<file path="src/sai_defs.svh">
// constants for the shelf alarm indicator block
`ifndef SAI_DEFS_SVH
`define SAI_DEFS_SVH

`define SAI_CLK_HZ 50000000
`define SAI_BLINK_HALF_MS 250
`define SAI_BLINK_HALF_CYC ((`SAI_CLK_HZ / 1000) * `SAI_BLINK_HALF_MS)
`define SAI_DEBOUNCE_MS 20
`define SAI_DEBOUNCE_CYC ((`SAI_CLK_HZ / 1000) * `SAI_DEBOUNCE_MS)
`define SAI_SWITCH_MS 50
`define SAI_SWITCH_CYC ((`SAI_CLK_HZ / 1000) * `SAI_SWITCH_MS)

`define SAI_ADDR_W 8
`define SAI_OFS_STATUS 8'h00
`define SAI_OFS_MASK 8'h04
`define SAI_OFS_CTRL 8'h08
`define SAI_OFS_LAMPS 8'h0c

`define SAI_EV_W 5
`define SAI_EV_SUPPLY 0
`define SAI_EV_NEW_ALARM 1
`define SAI_EV_CUT_PRESS 2
`define SAI_EV_CUT_CANCEL 3
`define SAI_EV_SWITCH 4

`define SAI_CTRL_CUT_EN 0
`define SAI_CTRL_RST 1'b1
`define SAI_MASK_RST 5'h0_0

`endif

</file>
<file path="src/sai_pkg.sv">
// types of the shelf alarm indicator block
package sai_pkg;

  typedef enum logic [1:0] {
    SAI_OFF,
    SAI_GREEN,
    SAI_AMBER,
    SAI_RED
  } sai_color_e;

  typedef enum logic [1:0] {
    SAI_ROLE_INIT,
    SAI_ROLE_STANDBY,
    SAI_ROLE_ACTIVE
  } sai_role_e;

  // network alarm presence by severity
  typedef struct packed {
    logic critical;
    logic major;
    logic minor;
    logic remote;
  } sai_alarm_s;

  // supply comparator outputs, one per threshold
  typedef struct packed {
    logic above_extreme_high;
    logic above_high;
    logic below_low;
    logic below_extreme_low;
  } sai_supply_s;

endpackage

</file>
<file path="src/sai_indicator_ctrl.sv">
// shelf alarm and status indicator control with register port
`timescale 1ns/100ps
`include "sai_defs.svh"

module sai_indicator_ctrl #(
  parameter int unsigned BLINK_HALF_CYC = `SAI_BLINK_HALF_CYC,
  parameter int unsigned DEBOUNCE_CYC = `SAI_DEBOUNCE_CYC
) (
  input wire logic clock_in,
  input wire logic sys_rst_in,
  input wire logic [`SAI_ADDR_W-1:0] reg_addr_in,
  input wire logic [31:0] reg_wdata_in,
  input wire logic reg_wr_in,
  input wire logic reg_rd_in,
  output logic [31:0] reg_rdata_out,
  output logic irq_out,
  input wire logic booting_in,
  input wire logic db_write_in,
  input wire logic prefer_active_in,
  input wire logic mate_fail_in,
  input wire logic timing_locked_in,
  input wire sai_pkg::sai_alarm_s alarm_in,
  input wire sai_pkg::sai_supply_s supply_a_in,
  input wire sai_pkg::sai_supply_s supply_b_in,
  input wire logic cutoff_button_in,
  output logic fault_lamp_out,
  output sai_pkg::sai_color_e redundancy_role_lamp_out,
  output logic severe_alarm_lamp_out,
  output logic second_tier_alarm_lamp_out,
  output logic minor_alarm_lamp_out,
  output logic far_node_alarm_lamp_out,
  output logic timing_lock_lamp_out,
  output logic audible_cutoff_lamp_out,
  output sai_pkg::sai_color_e supply_a_lamp_out,
  output sai_pkg::sai_color_e supply_b_lamp_out,
  output logic audible_closure_out,
  output logic supply_alarm_out,
  output logic role_active_out
);

  localparam int SYNC_W = 18;

  // colour of a supply lamp from its comparators
  function automatic sai_pkg::sai_color_e supply_color(
    input sai_pkg::sai_supply_s cmp
  );
    sai_pkg::sai_color_e c;
    if (cmp.above_extreme_high || cmp.below_extreme_low) begin
      c = sai_pkg::SAI_RED;
    end else if (cmp.above_high || cmp.below_low) begin
      c = sai_pkg::SAI_AMBER;
    end else begin
      c = sai_pkg::SAI_GREEN;
    end
    return c;
  endfunction

  //////////////////////////////////////////////////////////////////////
  // pin synchronisers

  logic [SYNC_W-1:0] sync_raw;
  logic [SYNC_W-1:0] sync_ff1;
  logic [SYNC_W-1:0] sync_ff2;

  assign sync_raw = {booting_in, db_write_in, prefer_active_in,
                     mate_fail_in, timing_locked_in, alarm_in,
                     supply_a_in, supply_b_in, cutoff_button_in};

  // two flops per pin, first stage read only by second
  // no reset on purpose: pins keep flowing through both
  // stages while reset is held, so the role strap is
  // already settled at the first edge after release
  genvar gi;
  generate
    for (gi = 0; gi < SYNC_W; gi = gi + 1) begin : g_sync
      always_ff @(posedge clock_in) begin
        sync_ff1[gi] <= sync_raw[gi];
        sync_ff2[gi] <= sync_ff1[gi];
      end
    end
  endgenerate

  wire booting = sync_ff2[17];
  wire db_write = sync_ff2[16];
  wire prefer_active = sync_ff2[15];
  wire mate_fail = sync_ff2[14];
  wire timing_locked = sync_ff2[13];
  wire sai_pkg::sai_alarm_s alarm_now = sync_ff2[12:9];
  wire sai_pkg::sai_supply_s supply_a = sync_ff2[8:5];
  wire sai_pkg::sai_supply_s supply_b = sync_ff2[4:1];
  wire button = sync_ff2[0];

  //////////////////////////////////////////////////////////////////////
  // blink phase divider

  logic [31:0] blink_cnt;
  logic blink_on;
  wire blink_wrap = (blink_cnt == BLINK_HALF_CYC - 1);

  // toggles blink_on every half period
  always_ff @(posedge clock_in or posedge sys_rst_in) begin
    if (sys_rst_in) begin
      blink_cnt <= 32'h0000_0000;
      blink_on <= 1'b0;
    end else if (blink_wrap) begin
      blink_cnt <= 32'h0000_0000;
      blink_on <= ~blink_on;
    end else begin
      blink_cnt <= blink_cnt + 32'h0000_0001;
    end
  end

  //////////////////////////////////////////////////////////////////////
  // cutoff button debounce

  logic [31:0] deb_cnt;
  logic btn_stable;
  logic btn_stable_d;
  wire btn_differs = (button != btn_stable);
  wire deb_done = (deb_cnt == DEBOUNCE_CYC - 1);
  wire cut_press = btn_stable & ~btn_stable_d;

  // new level accepted only after holding steady
  always_ff @(posedge clock_in or posedge sys_rst_in) begin
    if (sys_rst_in) begin
      deb_cnt <= 32'h0000_0000;
      btn_stable <= 1'b0;
      btn_stable_d <= 1'b0;
    end else begin
      btn_stable_d <= btn_stable;
      if (!btn_differs) begin
        deb_cnt <= 32'h0000_0000;
      end else if (deb_done) begin
        deb_cnt <= 32'h0000_0000;
        btn_stable <= button;
      end else begin
        deb_cnt <= deb_cnt + 32'h0000_0001;
      end
    end
  end

  //////////////////////////////////////////////////////////////////////
  // register port

  // sticky event bits, cleared by a read of status
  logic [`SAI_EV_W-1:0] status;
  logic [`SAI_EV_W-1:0] mask;
  logic cut_enable;
  wire rd_status = reg_rd_in && (reg_addr_in == `SAI_OFS_STATUS);
  wire wr_mask = reg_wr_in && (reg_addr_in == `SAI_OFS_MASK);
  wire wr_ctrl = reg_wr_in && (reg_addr_in == `SAI_OFS_CTRL);

  //////////////////////////////////////////////////////////////////////
  // redundancy role

  sai_pkg::sai_role_e role;
  sai_pkg::sai_role_e next_role;
  wire role_active = (role == sai_pkg::SAI_ROLE_ACTIVE);
  wire ev_switch = (role == sai_pkg::SAI_ROLE_STANDBY) && mate_fail;

  // strap taken after reset; standby takes over at once on mate failure
  always_comb begin
    next_role = role;
    case (role)
      sai_pkg::SAI_ROLE_INIT: begin
        next_role = prefer_active ? sai_pkg::SAI_ROLE_ACTIVE
                                  : sai_pkg::SAI_ROLE_STANDBY;
      end
      sai_pkg::SAI_ROLE_STANDBY: begin
        if (mate_fail) begin
          next_role = sai_pkg::SAI_ROLE_ACTIVE;
        end
      end
      default: begin
        next_role = role;
      end
    endcase
  end

  always_ff @(posedge clock_in or posedge sys_rst_in) begin
    if (sys_rst_in) begin
      role <= sai_pkg::SAI_ROLE_INIT;
    end else begin
      role <= next_role;
    end
  end

  //////////////////////////////////////////////////////////////////////
  // alarm cutoff

  sai_pkg::sai_alarm_s alarm_prev;
  logic [3:0] cut_snap;
  logic cut_active;
  wire any_alarm = |alarm_now;
  wire new_alarm = |(alarm_now & ~alarm_prev);
  wire orig_cleared = ~|(alarm_now & cut_snap);
  wire cut_start = cut_press && cut_enable && any_alarm && !cut_active;
  wire cut_cancel = cut_active && (new_alarm || orig_cleared);

  // cutoff holds until a new alarm or the original one clears
  always_ff @(posedge clock_in or posedge sys_rst_in) begin
    if (sys_rst_in) begin
      alarm_prev <= 4'h0;
      cut_snap <= 4'h0;
      cut_active <= 1'b0;
    end else begin
      alarm_prev <= alarm_now;
      if (cut_cancel) begin
        cut_active <= 1'b0;
        cut_snap <= 4'h0;
      end else if (cut_start) begin
        cut_active <= 1'b1;
        cut_snap <= alarm_now;
      end
    end
  end

  //////////////////////////////////////////////////////////////////////
  // lamp next values

  wire card_busy = booting || db_write;
  sai_pkg::sai_color_e next_role_lamp;
  sai_pkg::sai_color_e next_sup_a;
  sai_pkg::sai_color_e next_sup_b;
  wire next_fault = card_busy & blink_on;
  wire next_supply_alarm = (next_sup_a != sai_pkg::SAI_GREEN) ||
                           (next_sup_b != sai_pkg::SAI_GREEN);

  assign next_sup_a = supply_color(supply_a);
  assign next_sup_b = supply_color(supply_b);

  // role colour, dark on the off phase of a database write
  always_comb begin
    if (role == sai_pkg::SAI_ROLE_INIT) begin
      next_role_lamp = sai_pkg::SAI_OFF;
    end else if (db_write && !blink_on) begin
      next_role_lamp = sai_pkg::SAI_OFF;
    end else if (role_active) begin
      next_role_lamp = sai_pkg::SAI_GREEN;
    end else begin
      next_role_lamp = sai_pkg::SAI_AMBER;
    end
  end

  // lamp flops, fault lamp lit through reset
  always_ff @(posedge clock_in or posedge sys_rst_in) begin
    if (sys_rst_in) begin
      fault_lamp_out <= 1'b1;
      redundancy_role_lamp_out <= sai_pkg::SAI_OFF;
      severe_alarm_lamp_out <= 1'b0;
      second_tier_alarm_lamp_out <= 1'b0;
      minor_alarm_lamp_out <= 1'b0;
      far_node_alarm_lamp_out <= 1'b0;
      timing_lock_lamp_out <= 1'b0;
      audible_cutoff_lamp_out <= 1'b0;
      supply_a_lamp_out <= sai_pkg::SAI_OFF;
      supply_b_lamp_out <= sai_pkg::SAI_OFF;
      audible_closure_out <= 1'b0;
      supply_alarm_out <= 1'b0;
      role_active_out <= 1'b0;
    end else begin
      fault_lamp_out <= next_fault;
      redundancy_role_lamp_out <= next_role_lamp;
      severe_alarm_lamp_out <= alarm_now.critical;
      second_tier_alarm_lamp_out <= alarm_now.major;
      minor_alarm_lamp_out <= alarm_now.minor;
      far_node_alarm_lamp_out <= alarm_now.remote;
      timing_lock_lamp_out <= timing_locked;
      audible_cutoff_lamp_out <= cut_active;
      supply_a_lamp_out <= next_sup_a;
      supply_b_lamp_out <= next_sup_b;
      audible_closure_out <= any_alarm && !cut_active;
      supply_alarm_out <= next_supply_alarm;
      role_active_out <= role_active;
    end
  end

  //////////////////////////////////////////////////////////////////////
  // events and interrupt

  logic supply_alarm_d;
  logic [`SAI_EV_W-1:0] events;
  logic [`SAI_EV_W-1:0] next_status;

  always_comb begin
    events = '0;
    events[`SAI_EV_SUPPLY] = next_supply_alarm && !supply_alarm_d;
    events[`SAI_EV_NEW_ALARM] = new_alarm;
    events[`SAI_EV_CUT_PRESS] = cut_press;
    events[`SAI_EV_CUT_CANCEL] = cut_cancel;
    events[`SAI_EV_SWITCH] = ev_switch;
  end

  // read clears, an event in the same cycle survives
  assign next_status = (rd_status ? '0 : status) | events;
  assign irq_out = |(status & mask);

  always_ff @(posedge clock_in or posedge sys_rst_in) begin
    if (sys_rst_in) begin
      supply_alarm_d <= 1'b0;
      status <= '0;
    end else begin
      supply_alarm_d <= next_supply_alarm;
      status <= next_status;
    end
  end

  //////////////////////////////////////////////////////////////////////
  // register writes and read data

  wire [31:0] lamps_word = {16'h0000, 3'h0, cut_active,
                            2'(role), 2'(supply_b_lamp_out),
                            2'(supply_a_lamp_out),
                            2'(redundancy_role_lamp_out),
                            fault_lamp_out, timing_lock_lamp_out,
                            audible_closure_out, supply_alarm_out};
  logic [31:0] rd_word;

  // address decode for reads, unmapped reads as zero
  always_comb begin
    if (reg_addr_in == `SAI_OFS_STATUS) begin
      rd_word = {27'h0, status};
    end else if (reg_addr_in == `SAI_OFS_MASK) begin
      rd_word = {27'h0, mask};
    end else if (reg_addr_in == `SAI_OFS_CTRL) begin
      rd_word = {31'h0, cut_enable};
    end else if (reg_addr_in == `SAI_OFS_LAMPS) begin
      rd_word = lamps_word;
    end else begin
      rd_word = 32'h0000_0000;
    end
  end

  always_ff @(posedge clock_in or posedge sys_rst_in) begin
    if (sys_rst_in) begin
      mask <= `SAI_MASK_RST;
      cut_enable <= `SAI_CTRL_RST;
      reg_rdata_out <= 32'h0000_0000;
    end else begin
      if (wr_mask) begin
        mask <= reg_wdata_in[`SAI_EV_W-1:0];
      end
      if (wr_ctrl) begin
        cut_enable <= reg_wdata_in[`SAI_CTRL_CUT_EN];
      end
      reg_rdata_out <= reg_rd_in ? rd_word : 32'h0000_0000;
    end
  end

endmodule

</file>
<file path="config.mk">
export PLATFORM = sky130hd
export DESIGN_NAME = sai_indicator_ctrl
export DESIGN_NICKNAME = d
export VERILOG_FILES = /design/src/sai_pkg.sv /design/src/sai_indicator_ctrl.sv
export VERILOG_INCLUDE_DIRS = /design/src
export SDC_FILE = /design/constraint.sdc
export NUM_CORES = 1
export LEC_CHECK = 0
export BUFFER_PORTS_ARGS = -buffer_cell sky130_fd_sc_hd__buf_2
export CORE_UTILIZATION = 40
export CTS_BUF_LIST = sky130_fd_sc_hd__clkbuf_2
export CTS_CLUSTER_DIAMETER = 60
export DETAILED_ROUTE_END_ITERATION = 12
export PLACE_DENSITY_LB_ADDON = 0.08
export SYNTH_ARGS = -nofsm -noshare
export SYNTH_HDL_FRONTEND = slang
export SYNTH_SLANG_ARGS = --single-unit
export TNS_END_PERCENT = 50
</file>
<file path="constraint.sdc">
create_clock -name clock_in -period 3.4 [get_ports clock_in]
set_input_delay 0.68 -clock clock_in [delete_from_list [all_inputs] [get_ports clock_in]]
set_output_delay 0.68 -clock clock_in [all_outputs]
set_load 0.01 [all_outputs]
</file>
After elaboration in Yosys (flattened, before gate mapping)
Cells that the tools add are included.
Word-level totals
  register bits: 169
  input port bits: 62
Cells by class
  bitwise logic cells: 9
  multiplexer cells: 23
  reductions and logical operators: 32
  eq/ne operators: 11
  add/sub/neg operators: 2
Operator list (count)
  two-way mux 32 bit: 4
  adder 32 x 1 -> 32 bit, second input constant: 2
  two-way mux 13 bit: 4
  equality test 32 x 20 -> 1 bit, second input constant: 1
  equality test 32 x 24 -> 1 bit, second input constant: 1
  two-way mux 2 bit: 9
  equality test 8 x 4 -> 1 bit, second input constant: 2
  OR reduction 4 bit: 3
  logical AND 1 bit: 11
  AND 4 bit: 2
  equality test 8 x 3 -> 1 bit, second input constant: 1
  logical NOT 8 bit: 1
  two-way mux 4 bit: 2
  logical OR 1 bit: 7
  AND 5 bit: 1
  two-way mux 5 bit: 1
  bitwise OR 5 bit: 1
  OR reduction 5 bit: 1
  logical NOT 1 bit: 4
  inequality test 2 x 1 -> 1 bit, second input constant: 2
  inverter 4 bit: 1
  case mux 2 bit (2 select lines): 1
  AND reduction 2 bit: 2
  nonzero test 2 bit: 2
  8 further kinds: 11

Logic depth before layout (Yosys ltp)
Gate-level depths: netlist (run 1).
  depth in word-level cells: 7
  depth in mapped cells: 7
  depth with buffers taken out: 6

Worst setup path before layout (run 1)
Ideal clock, no wire load.
  path type: input -> register
  start: input reg_addr_in[5]
  end: register mask[0]
  required time: 3275 ps
  arrival time: 1961 ps
  stages: 4
  setup slack: 1314 ps
  cells stage by stage: or4_1 -> nor3_2 -> nand4b_1 -> mux2_2
On the way
  longest elaborated chain between the ends: 2
Ends and longest elaborated chain
  start: declaration: RTL line sai_indicator_ctrl.sv:11  | input wire logic [`SAI_ADDR_W-1:0] reg_addr_in,
  equality test 8 x 3 -> 1 bit (no source line)
  logical AND 1 bit: RTL line sai_indicator_ctrl.sv:150  | wire wr_mask = reg_wr_in && (reg_addr_in == `SAI_OFS_MASK);
  end signal: assignment: RTL line sai_indicator_ctrl.sv:336  | mask <= `SAI_MASK_RST;
  end signal: assignment: RTL line sai_indicator_ctrl.sv:341  | mask <= reg_wdata_in[`SAI_EV_W-1:0];
  end: declaration: RTL line sai_indicator_ctrl.sv:147  | logic [`SAI_EV_W-1:0] mask;
Every way passes these cells.
A chain may end at the register's enable or synchronous reset.

Worst setup path after layout (run 1)
  start: register status[4]
  end: output irq_out
On the way
  longest elaborated chain between the ends: 2
Ends and longest elaborated chain
  start: declaration: RTL line sai_indicator_ctrl.sv:146  | logic [`SAI_EV_W-1:0] status;
  start signal: assignment: RTL line sai_indicator_ctrl.sv:304  | status <= next_status;
  AND 5 bit: RTL line sai_indicator_ctrl.sv:296  | assign irq_out = |(status & mask);
  OR reduction 5 bit: RTL line sai_indicator_ctrl.sv:296
  end: declaration: RTL line sai_indicator_ctrl.sv:16  | output logic irq_out,
Every way passes these cells.

==> results of run 1 <==
worst paths after layout:
kind	from	end	cells after the start
min reg2reg	sync_ff1[6]$_DFF_P_	supply_a[1]$_DFF_P_	0
min in group clock_in	reg_wdata_in[3]	mask[3]$_DFFE_PP0P_	2
max reg2reg	blink_cnt[7]$_DFF_PP0_	blink_cnt[21]$_DFF_PP0_	5
max	status[4]$_DFF_PP0_	irq_out	3
min	sys_rst_in	blink_cnt[11]$_DFF_PP0_	3
max in group asynchronous	sys_rst_in	deb_cnt[26]$_DFF_PP0_	3
cell families (layout without fill, tap and decap cells):
group / Yosys count / after routing
simple gates: 234 / 234
xor+xnor: 56 / 56
buf+inv: 41 / 129
mux: 13 / 13
fa+ha+maj: 2 / 2
compound gates: 38 / 38
other cells: 1 / 19
flops: 150 / 150
routing by layer:
| metal | share of wire (%) | GRT usage [%] | vias to the layer above |
|---|---|---|---|
| li1 | - | - | 2020 |
| met1 | 49 | 21.97 | 1951 |
| met2 | 47 | 24.98 | 66 |
| met3 | 3.2 | 4.750 | 6 |
| met4 | 0.98 | 4.806 | 0 |
| met5 | 0 | 0 | - |
stage by stage:
stage,hold slack (ns),cells
after global routing,0.06443,825
after detailed placement,0.3121,775
after floorplan,0.3096,553
after global placement,0.3109,775
after CTS,0.04298,825
final,0.1039,825
sequential cells by signal, summed over array words and instances, names as in the netlist, 2 cells and up:
| signal | count |
|---|---|
| alarm_now | 4 |
| redundancy_role_lamp_out | 2 |
| mask | 5 |
| cut_snap | 4 |
| status | 5 |
| supply_b_lamp_out | 2 |
| supply_b | 4 |
| supply_a | 4 |
| blink_cnt | 32 |
| sync_ff1 | 18 |
| role | 2 |
| supply_a_lamp_out | 2 |
| deb_cnt | 32 |
| reg_rdata_out | 13 |
power by group:
part | internal [mW] | switching (mW)
registers | 1.83 | 0.0293
logic | 0.0626 | 0.0814
clock network | 0.315 | 0.737
worst max-delay path, cell delays in order (launching register included):
cell and delay (ns):
dfrtp_1 0.46, a222oi_1 0.37, nand2_1 0.11, buf_2 0.15
placed cells by master, fill, tap and decap left out, types with 3 or more instances in the layout:
cell type      netlist  final
a22oi_1              5      5
a32o_1               3      3
and2_1              10     10
and3_1              11     11
and4_1               6      6
buf_2                2     64
clkbuf_2             0     17
clkinv_4             0      3
clkinv_8             0      3
conb_1               1     19
dfrtp_1            112    112
dfxtp_1             36     36
dlygate4sd3_1        0     18
inv_1               12     11
inv_6                0      5
inv_8                0      3
mux2_2              11     11
nand2_1             40     40
nand2b_1             3      3
nand3_1             25     25
nand4_1             14     14
nor2_1              66     66
nor2b_1              4      4
nor3_1              16     16
nor4_1              14     14
nor4_4               4      4
o21ai_0             12     12
or4_1                4      4
xnor2_1             31     31
xor2_1              25     25
layout make-up:
| cell class | count | area, µm² |
|---|---|---|
| multi-input cells | 362 | 2310 |
| repair buffers | 85 | 535.5 |
| fillers | 1356 | 7676 |
| inverters | 12 | 48.80 |
| flip-flops and latches | 150 | 3576 |
| well taps | 184 | 230.2 |
| clock inverters | 15 | 182.7 |
| clock buffers | 17 | 85.08 |
==> flow_summary.json, run 1 <==
{
  "p_leak_nw": 3.210,
  "finalSetupViolations": 0,
  "hold_path.class": "in -> async",
  "irDropWorstVdd_mv": 0.4141,
  "r2r_slack_ns": 1.15,
  "cts-htree-levels": 4,
  "place_area_um2": 6520,
  "drt_iter0_drc": 222,
  "ys_types": 57,
  "viasPerCell": 4.901,
  "place_congestion": 0.8091,
  "syn_inst": 535,
  "synthSimpleGateAreaFrac_pct": 21.50,
  "power_mw": 3.052,
  "via_count": 4043,
  "synth.avg_cell_area_um2": 11.32,
  "p_per_area_nw_per_um2": 438.0,
  "max_slew_margin_pct": 34.71,
  "endpoint_kind": "output pin",
  "row_count": 44,
  "worst_setup_path_start_kind": "flip-flop",
  "cts.sinks": 150,
  "synth_edf_count": 0,
  "setup_ws_ns": 0.9377,
  "drc": 0,
  "post-route-util_pct": 47.58,
  "antenna_found_initial": 0,
  "arrival_ns": 1.78,
  "wl_mm": 11.57,
  "syn_to_final_growth_pct": 15.04,
  "grt_pass1_vias": 4079,
  "hold_buffers": 18,
  "synth_xor_area_share_pct": 8.098,
  "grt_max_degree": 115,
  "dp_hpwl_mm": 7.846,
  "seq_area_frac_synth_pct": 59.04,
  "die_area_um2": 15640,
  "drt_pass1_iterations": 6,
  "synthMuxAreaShare_pct": 2.582,
  "period_needed_ns": 2.462,
  "skew_ns": 0.03011,
  "yosys.area_share.adder_pct": 0.4131,
  "die_h_um": 125.1,
  "grt_pass1_wl_mm": 20.00,
  "status": "finished, final reports clean",
  "max-cap-violations": 0,
  "critPathRequiredTime_ns": 2.72,
  "drive_gt1_share_pct": 19.97,
  "ys_top_cells_by_count": "dfrtp_1, nor2_1, nand2_1",
  "ios": 111,
  "core_um2": 14640,
  "start_util_pct": 41.36,
  "clk_pin_slew_ns": 0.24,
  "synth_top_area_share_pct": 46.27,
  "final_cell_area_um2": 6968,
  "cp_max_fo": 3,
  "yosys_warnings": 0,
  "slew_violations": 0,
  "clockBufferDepth": 2,
  "port_buffers": 64,
  "postCtsSetupRepairBufs": 0,
  "post-route-period-util_pct": 72.42,
  "yosys-top-cells-area": "dfrtp_1, dfxtp_1, xnor2_1",
  "synth_most_common_cell": "dfrtp_1",
  "post_cts_resized": 0,
  "synth-seq-cells": 150,
  "cts_tree": "built",
  "n_antenna_cell": 0,
  "clk_root_buffer_cell": "clkbuf_2",
  "synth_ff_type": "dfrtp_1",
  "worst-slew-pin-transition_ns": 0.9723,
  "cts_buffers": 17,
  "syn-cell-area_um2": 6057,
  "gr-usage-all-layers_pct": 16.17,
  "criticalPathCategory": "reg -> out",
  "fin_nets": 692,
  "hold_viol": 0,
  "synth-async-reset-ratio_pct": 76.00,
  "clock_latency_ns": 0.72,
  "dp_slack_ns": 0.9215,
  "synth_compound_area_share_pct": 4.359,
  "rsz0062_at_grt": "no",
  "drtAntennaViolNets": 0,
  "fin_setup_tns_ns": 0,
  "die_x_um": 125.1,
  "fmax_ghz": 0.4061,
  "post_drt_wl_per_cell_um": 14.03,
  "yosysTopAreaCell": "dfrtp_1",
  "grt_overflow": 0,
  "synth_top_family_by_area": "simple AND/OR/NAND/NOR gates"
}
No activity file was read; power rests on OpenSTA's default activity.
==> inputs of run 2 (changes only) <==
Clock period 3.4 ns to 2.3 ns, I/O delays scaled along.
==> run 2 against run 1 <==
Net effect: global-route usage increased by 0.52 points; critical endpoint unchanged; cell area is 3.1% higher; non-clock buffer count grew 25; cell count rose by 3.3%; highest routed layer unchanged.
==> flow_summary.json, run 2 (synthesized netlist as in run 1, its figures left out) <==
{
  "period_needed_ns": 2.244,
  "worst_r2r_path_depth": 6,
  "max_slew_margin_pct": 56.45,
  "grt_max_degree": 66,
  "multi_input_area_um2": 2310,
  "grt_overflow": 0,
  "clkPwrFrac_pct": 33.5,
  "reg2reg_from": "deb_cnt[23]$_DFF_PP0_",
  "power_mw": 4.481,
  "die_area_um2": 15640,
  "clk_pin_slew_ns": 0.25,
  "fin_nets": 717,
  "hold_viol": 0,
  "antenna_found_initial": 1,
  "cp_max_fo": 2,
  "via_count": 4207,
  "final_common_cell": "dfrtp_1",
  "row_count": 44,
  "clk_root_buffer_cell": "clkbuf_2",
  "fill_cells": 1383,
  "criticalPathCategory": "reg -> out",
  "clockBufferDepth": 2,
  "port_buffers": 64,
  "whs_path_depth": 4,
  "post_drt_wl_per_cell_um": 14.01,
  "drc": 0,
  "die_x_um": 125.1,
  "wl_mm": 11.94,
  "r2r_slack_ns": 0.20,
  "cts_tree": "built",
  "core_um2": 14640,
  "hold_start": "reg_addr_in[1]",
  "post-route-period-util_pct": 97.58,
  "critPathRequiredTime_ns": 1.84,
  "die_h_um": 125.1,
  "worst_setup_path_start_kind": "flip-flop",
  "p_per_area_nw_per_um2": 623.8,
  "skew_ns": 0.03021,
  "irDropWorstVdd_mv": 0.4632,
  "ios": 111,
  "cts-htree-levels": 4,
  "hold_path.class": "in -> reg",
  "path_cells": "a222oi_1, nand2_1, buf_2",
  "hold_end": "reg_rdata_out[0]$_DFF_PP0_",
  "reg_top3": "blink_cnt x32, deb_cnt x32, sync_ff1 x18",
  "cts_buffers": 17,
  "syn_to_final_growth_pct": 18.59,
  "drive_gt1_share_pct": 21.62,
  "slew_violations": 0,
  "p_leak_nw": 3.324,
  "finalSetupViolations": 0,
  "critical_path.max_stage_delay_ns": 0.45,
  "start_util_pct": 41.36,
  "grt_pass1_vias": 4298,
  "viasPerCell": 4.938,
  "status": "finished, final reports clean",
  "fmax_ghz": 0.4456,
  "timing.rr.end": "deb_cnt[31]$_DFF_PP0_",
  "drt_pass1_iterations": 6,
  "place_congestion": 0.8101,
  "netSwitchingPower_mw": 1.291,
  "rsz0062_at_grt": "yes",
  "post_cts_resized": 0,
  "dp_hpwl_mm": 8.244,
  "clock_latency_ns": 0.73,
  "cp_slowest_cell": "dfrtp_1",
  "most-common-layout-cells": "dfrtp_1, nor2_1, buf_2",
  "p_seq_share_pct": 61.2,
  "gr-usage-all-layers_pct": 16.68,
  "cts.sinks": 150,
  "grt_pass1_wl_mm": 20.70,
  "register_area_um2": 3576,
  "switching_share_pct": 28.80,
  "power_frac_comb_pct": 5.4,
  "post-route-util_pct": 49.05,
  "drtAntennaViolNets": 0,
  "p_int_mw": 3.190,
  "max-cap-violations": 0,
  "worst-slew-pin-transition_ns": 0.6464,
  "endpoint_kind": "output pin",
  "arrival_ns": 1.78,
  "drt_iter0_drc": 190
}
## run 2: changes by cell type in the layout (fill, tap and decap cells not counted)
cell / change
buf_4: +15
inv_6: +1
dlygate4sd3_1: +9
diode_2: +2
inv_8: +1
buf_12: +1
clkinvlp_4: +1
inv_12: +1
bufinv_16: -1
clkinv_4: -3
## run 2: area by class of cell
cell class | instances | share of cell area (%)
Clock buffer | 17 | 1.184
Sequential cell | 150 | 49.78
Inverter | 12 | 0.6793
Multi-Input combinational cell | 362 | 32.15
Clock inverter | 15 | 2.369
Tap cell | 184 | 3.205
Timing Repair Buffer | 110 | 10.56
Antenna cell | 2 | 0.06967
## run 2: repair_timing
action / CTS / global route
hold buffers: 27 / 0
endpoints found under the hold margin: 60 / 0
setup endpoints to repair: 1 / 1
pin swaps: 2 / 0
buffers inserted: 3 / 0
## run 2: worst max-delay path by stage
stage | start | slack [ns] | end
final | mask[4]$_DFFE_PP0P_ | 0.06 | irq_out
after detailed placement | deb_cnt[23]$_DFF_PP0_ | 0.22 | deb_cnt[31]$_DFF_PP0_
after CTS | mask[4]$_DFFE_PP0P_ | -0.05 | irq_out
after global placement | deb_cnt[20]$_DFF_PP0_ | 0.22 | btn_stable$_DFFE_PP0P_
after global routing | mask[4]$_DFFE_PP0P_ | -0.15 | irq_out
after floorplan | deb_cnt[23]$_DFF_PP0_ | 0.40 | btn_stable$_DFFE_PP0P_
## run 2: power by group through the flow
stage                     sequential, mW  combinational, mW  clock, mW
after CTS                           2.74              0.245       1.58
final                               2.74              0.240       1.50
after global placement              2.79              0.201          0
after floorplan                     2.78              0.139          0
after global routing                2.75              0.271       1.70
after detailed placement            2.79              0.202          0
## run 2: critical path: cells and delay by family, from the launching register on
family / cells / cell delay (ns)
buffers and inverters: 1 / 0.15
and+or+nand+nor: 1 / 0.11
DFF: 1 / 0.45
AOI/OAI and AO/OA: 1 / 0.36
## run 2: through the flow
stage / instances / worst slack, ns / hold slack [ns] / cell area, µm² / setup TNS, ns
6_report: 852 / 0.05563 / 0.1791 / 7183 / 0
5_1_grt: 852 / -0.1492 / 0.07585 / 7183 / -0.1492
4_1_cts: 850 / -0.04580 / 0.09257 / 7178 / -0.04580
3_5_place_dp: 788 / 0.2174 / 0.3121 / 6630 / 0
3_3_place_gp: 788 / 0.2152 / 0.3105 / 6630 / 0
2_1_floorplan: 553 / 0.4021 / 0.3096 / 6128 / 0
## run 2: per-layer routing
metal / track usage (%) / part of all wire (%) / vias to the layer above
met5: 0 / 0 / -
met4: 5.667 / 0.73 / 0
met3: 4.707 / 2.8 / 5
met2: 26.65 / 48 / 61
met1: 21.79 / 48 / 2083
li1: - / - / 2058
==> inputs of run 3 (changes only) <==
Settings changed: CORE_UTILIZATION 40 to 25.
==> run 3 against run 2 <==
Net effect: first-iteration DRC count up 3.7%; total power is 2.8% higher; wire length up 11%; register-to-register slack worse by 0.03 ns; sequential share of layout area fell by 1.5 points; clock power grew 8%; combinational power hardly changed; core utilization fell by 18 points; largest power group unchanged.
==> flow_summary.json, run 3 (synthesized netlist as in run 1, its figures left out) <==
{
  "status": "finished, final reports clean",
  "endpoint_kind": "output pin",
  "cts-htree-levels": 4,
  "max-cap-violations": 0,
  "clockBufferDepth": 2,
  "fmax_ghz": 0.4464,
  "fin_nets": 718,
  "fill_cells": 2461,
  "grt_max_degree": 51,
  "reg_top3": "blink_cnt x32, deb_cnt x32, sync_ff1 x18",
  "drc": 0,
  "die_area_um2": 24860,
  "clk_root_buffer_cell": "clkbuf_2",
  "multi_input_area_um2": 2318,
  "final_common_cell": "dfrtp_1",
  "drt_pass1_iterations": 4,
  "reg2reg_from": "deb_cnt[23]$_DFF_PP0_",
  "critPathRequiredTime_ns": 1.84,
  "wl_mm": 13.22,
  "cp_max_fo": 2,
  "criticalPathCategory": "reg -> out",
  "crit_end": "irq_out",
  "cts_buffers": 17,
  "antenna_found_initial": 1,
  "ios": 111,
  "row_count": 56,
  "power_mw": 4.608,
  "port_buffers": 64,
  "drive_gt1_share_pct": 21.59,
  "start_util_pct": 25.65,
  "syn_to_final_growth_pct": 22.16,
  "finalSetupViolations": 0,
  "core_um2": 23610,
  "most-common-layout-cells": "dfrtp_1, nor2_1, buf_2",
  "clock_latency_ns": 0.72,
  "clk_pin_slew_ns": 0.28,
  "register_area_um2": 3576,
  "drtAntennaViolNets": 0,
  "via_count": 4171,
  "hold_viol": 0,
  "p_per_area_nw_per_um2": 622.8,
  "slew_violations": 0,
  "period_needed_ns": 2.240,
  "skew_ns": 0.04757,
  "die_h_um": 157.7,
  "grt_pass1_vias": 4264,
  "place_congestion": 0.7452,
  "worst_setup_path_start_kind": "flip-flop",
  "grt_pass1_wl_mm": 22.20,
  "max_slew_margin_pct": 48.76,
  "timing.rr.end": "deb_cnt[31]$_DFF_PP0_",
  "dp_hpwl_mm": 9.410,
  "arrival_ns": 1.78,
  "startpoint": "mask[4]$_DFFE_PP0P_",
  "cts_tree": "built",
  "post-route-util_pct": 31.34,
  "rsz0062_at_grt": "yes",
  "grt_overflow": 0,
  "r2r_slack_ns": 0.17,
  "die_x_um": 157.7,
  "post_drt_wl_per_cell_um": 13.39,
  "post-route-period-util_pct": 97.40,
  "gr-usage-all-layers_pct": 11.58,
  "irDropWorstVdd_mv": 0.3290,
  "worst_r2r_path_depth": 6,
  "drt_iter0_drc": 197,
  "hold_path.class": "in -> reg",
  "viasPerCell": 4.226,
  "worst-slew-pin-transition_ns": 0.7606,
  "cts.sinks": 150,
  "p_leak_nw": 3.343,
  "fin_setup_tns_ns": 0
}
-- run 3: final cells by class --
class	count	area share (%)
timing repair buffer	111	10.38
clock buffer	17	1.150
clock inverter	15	2.722
tap	319	5.394
sequential	150	48.33
multi-input combinational	362	31.33
inverter	12	0.6595
antenna	1	0.03382
-- run 3: repair_timing --
item | CTS | global route
gates resized for setup | 0 | 1
endpoints found under the hold margin | 46 | 0
setup endpoints to repair | 1 | 13
hold buffers | 28 | 0
setup buffers | 2 | 0
pin swaps | 2 | 1
-- run 3: power breakdown --
part / switching [mW] / leakage [nW] / internal (mW)
Combinational: 0.128 / 1.38 / 0.111
Sequential: 0.0443 / 1.80 / 2.70
Clock: 1.22 / 0.163 / 0.405
-- run 3: metrics by stage --
step / cells / hold slack (ns) / worst slack [ns] / cell area [µm²]
3_3_place_gp: 924 / 0.3110 / 0.09357 / 6807
2_1_floorplan: 553 / 0.3096 / 0.4021 / 6128
3_5_place_dp: 924 / 0.3121 / 0.08531 / 6807
4_1_cts: 986 / 0.07137 / -0.08430 / 7388
6_report: 987 / 0.1557 / 0.05972 / 7400
5_1_grt: 987 / 0.08626 / -0.1286 / 7400
-- run 3: worst min path at each step --
| stage | from | endpoint | cells past startpoint |
|---|---|---|---|
| after floorplan | sync_ff1[9]$_DFF_P_ | alarm_now[0]$_DFF_P_ | 0 |
| after global placement | sync_ff1[8]$_DFF_P_ | supply_a[3]$_DFF_P_ | 0 |
| after detailed placement | sync_ff1[14]$_DFF_P_ | mate_fail$_DFF_P_ | 0 |
| after CTS | reg_addr_in[0] | reg_rdata_out[11]$_DFF_PP0_ | 5 |
| after global routing | reg_addr_in[1] | reg_rdata_out[3]$_DFF_PP0_ | 5 |
| final | reg_addr_in[0] | reg_rdata_out[11]$_DFF_PP0_ | 5 |
-- run 3: critical path, cell delays in order (launching register included) --
cell	delay [ns]
dfrtp_1	0.45
a222oi_1	0.35
nand2_1	0.12
buf_2	0.15
-- run 3: metal layers --
layer,track usage (%),wire (µm)
met2,18.08,6193
met1,15.73,6575
met5,0,0
met4,3.098,120
met3,3.039,329
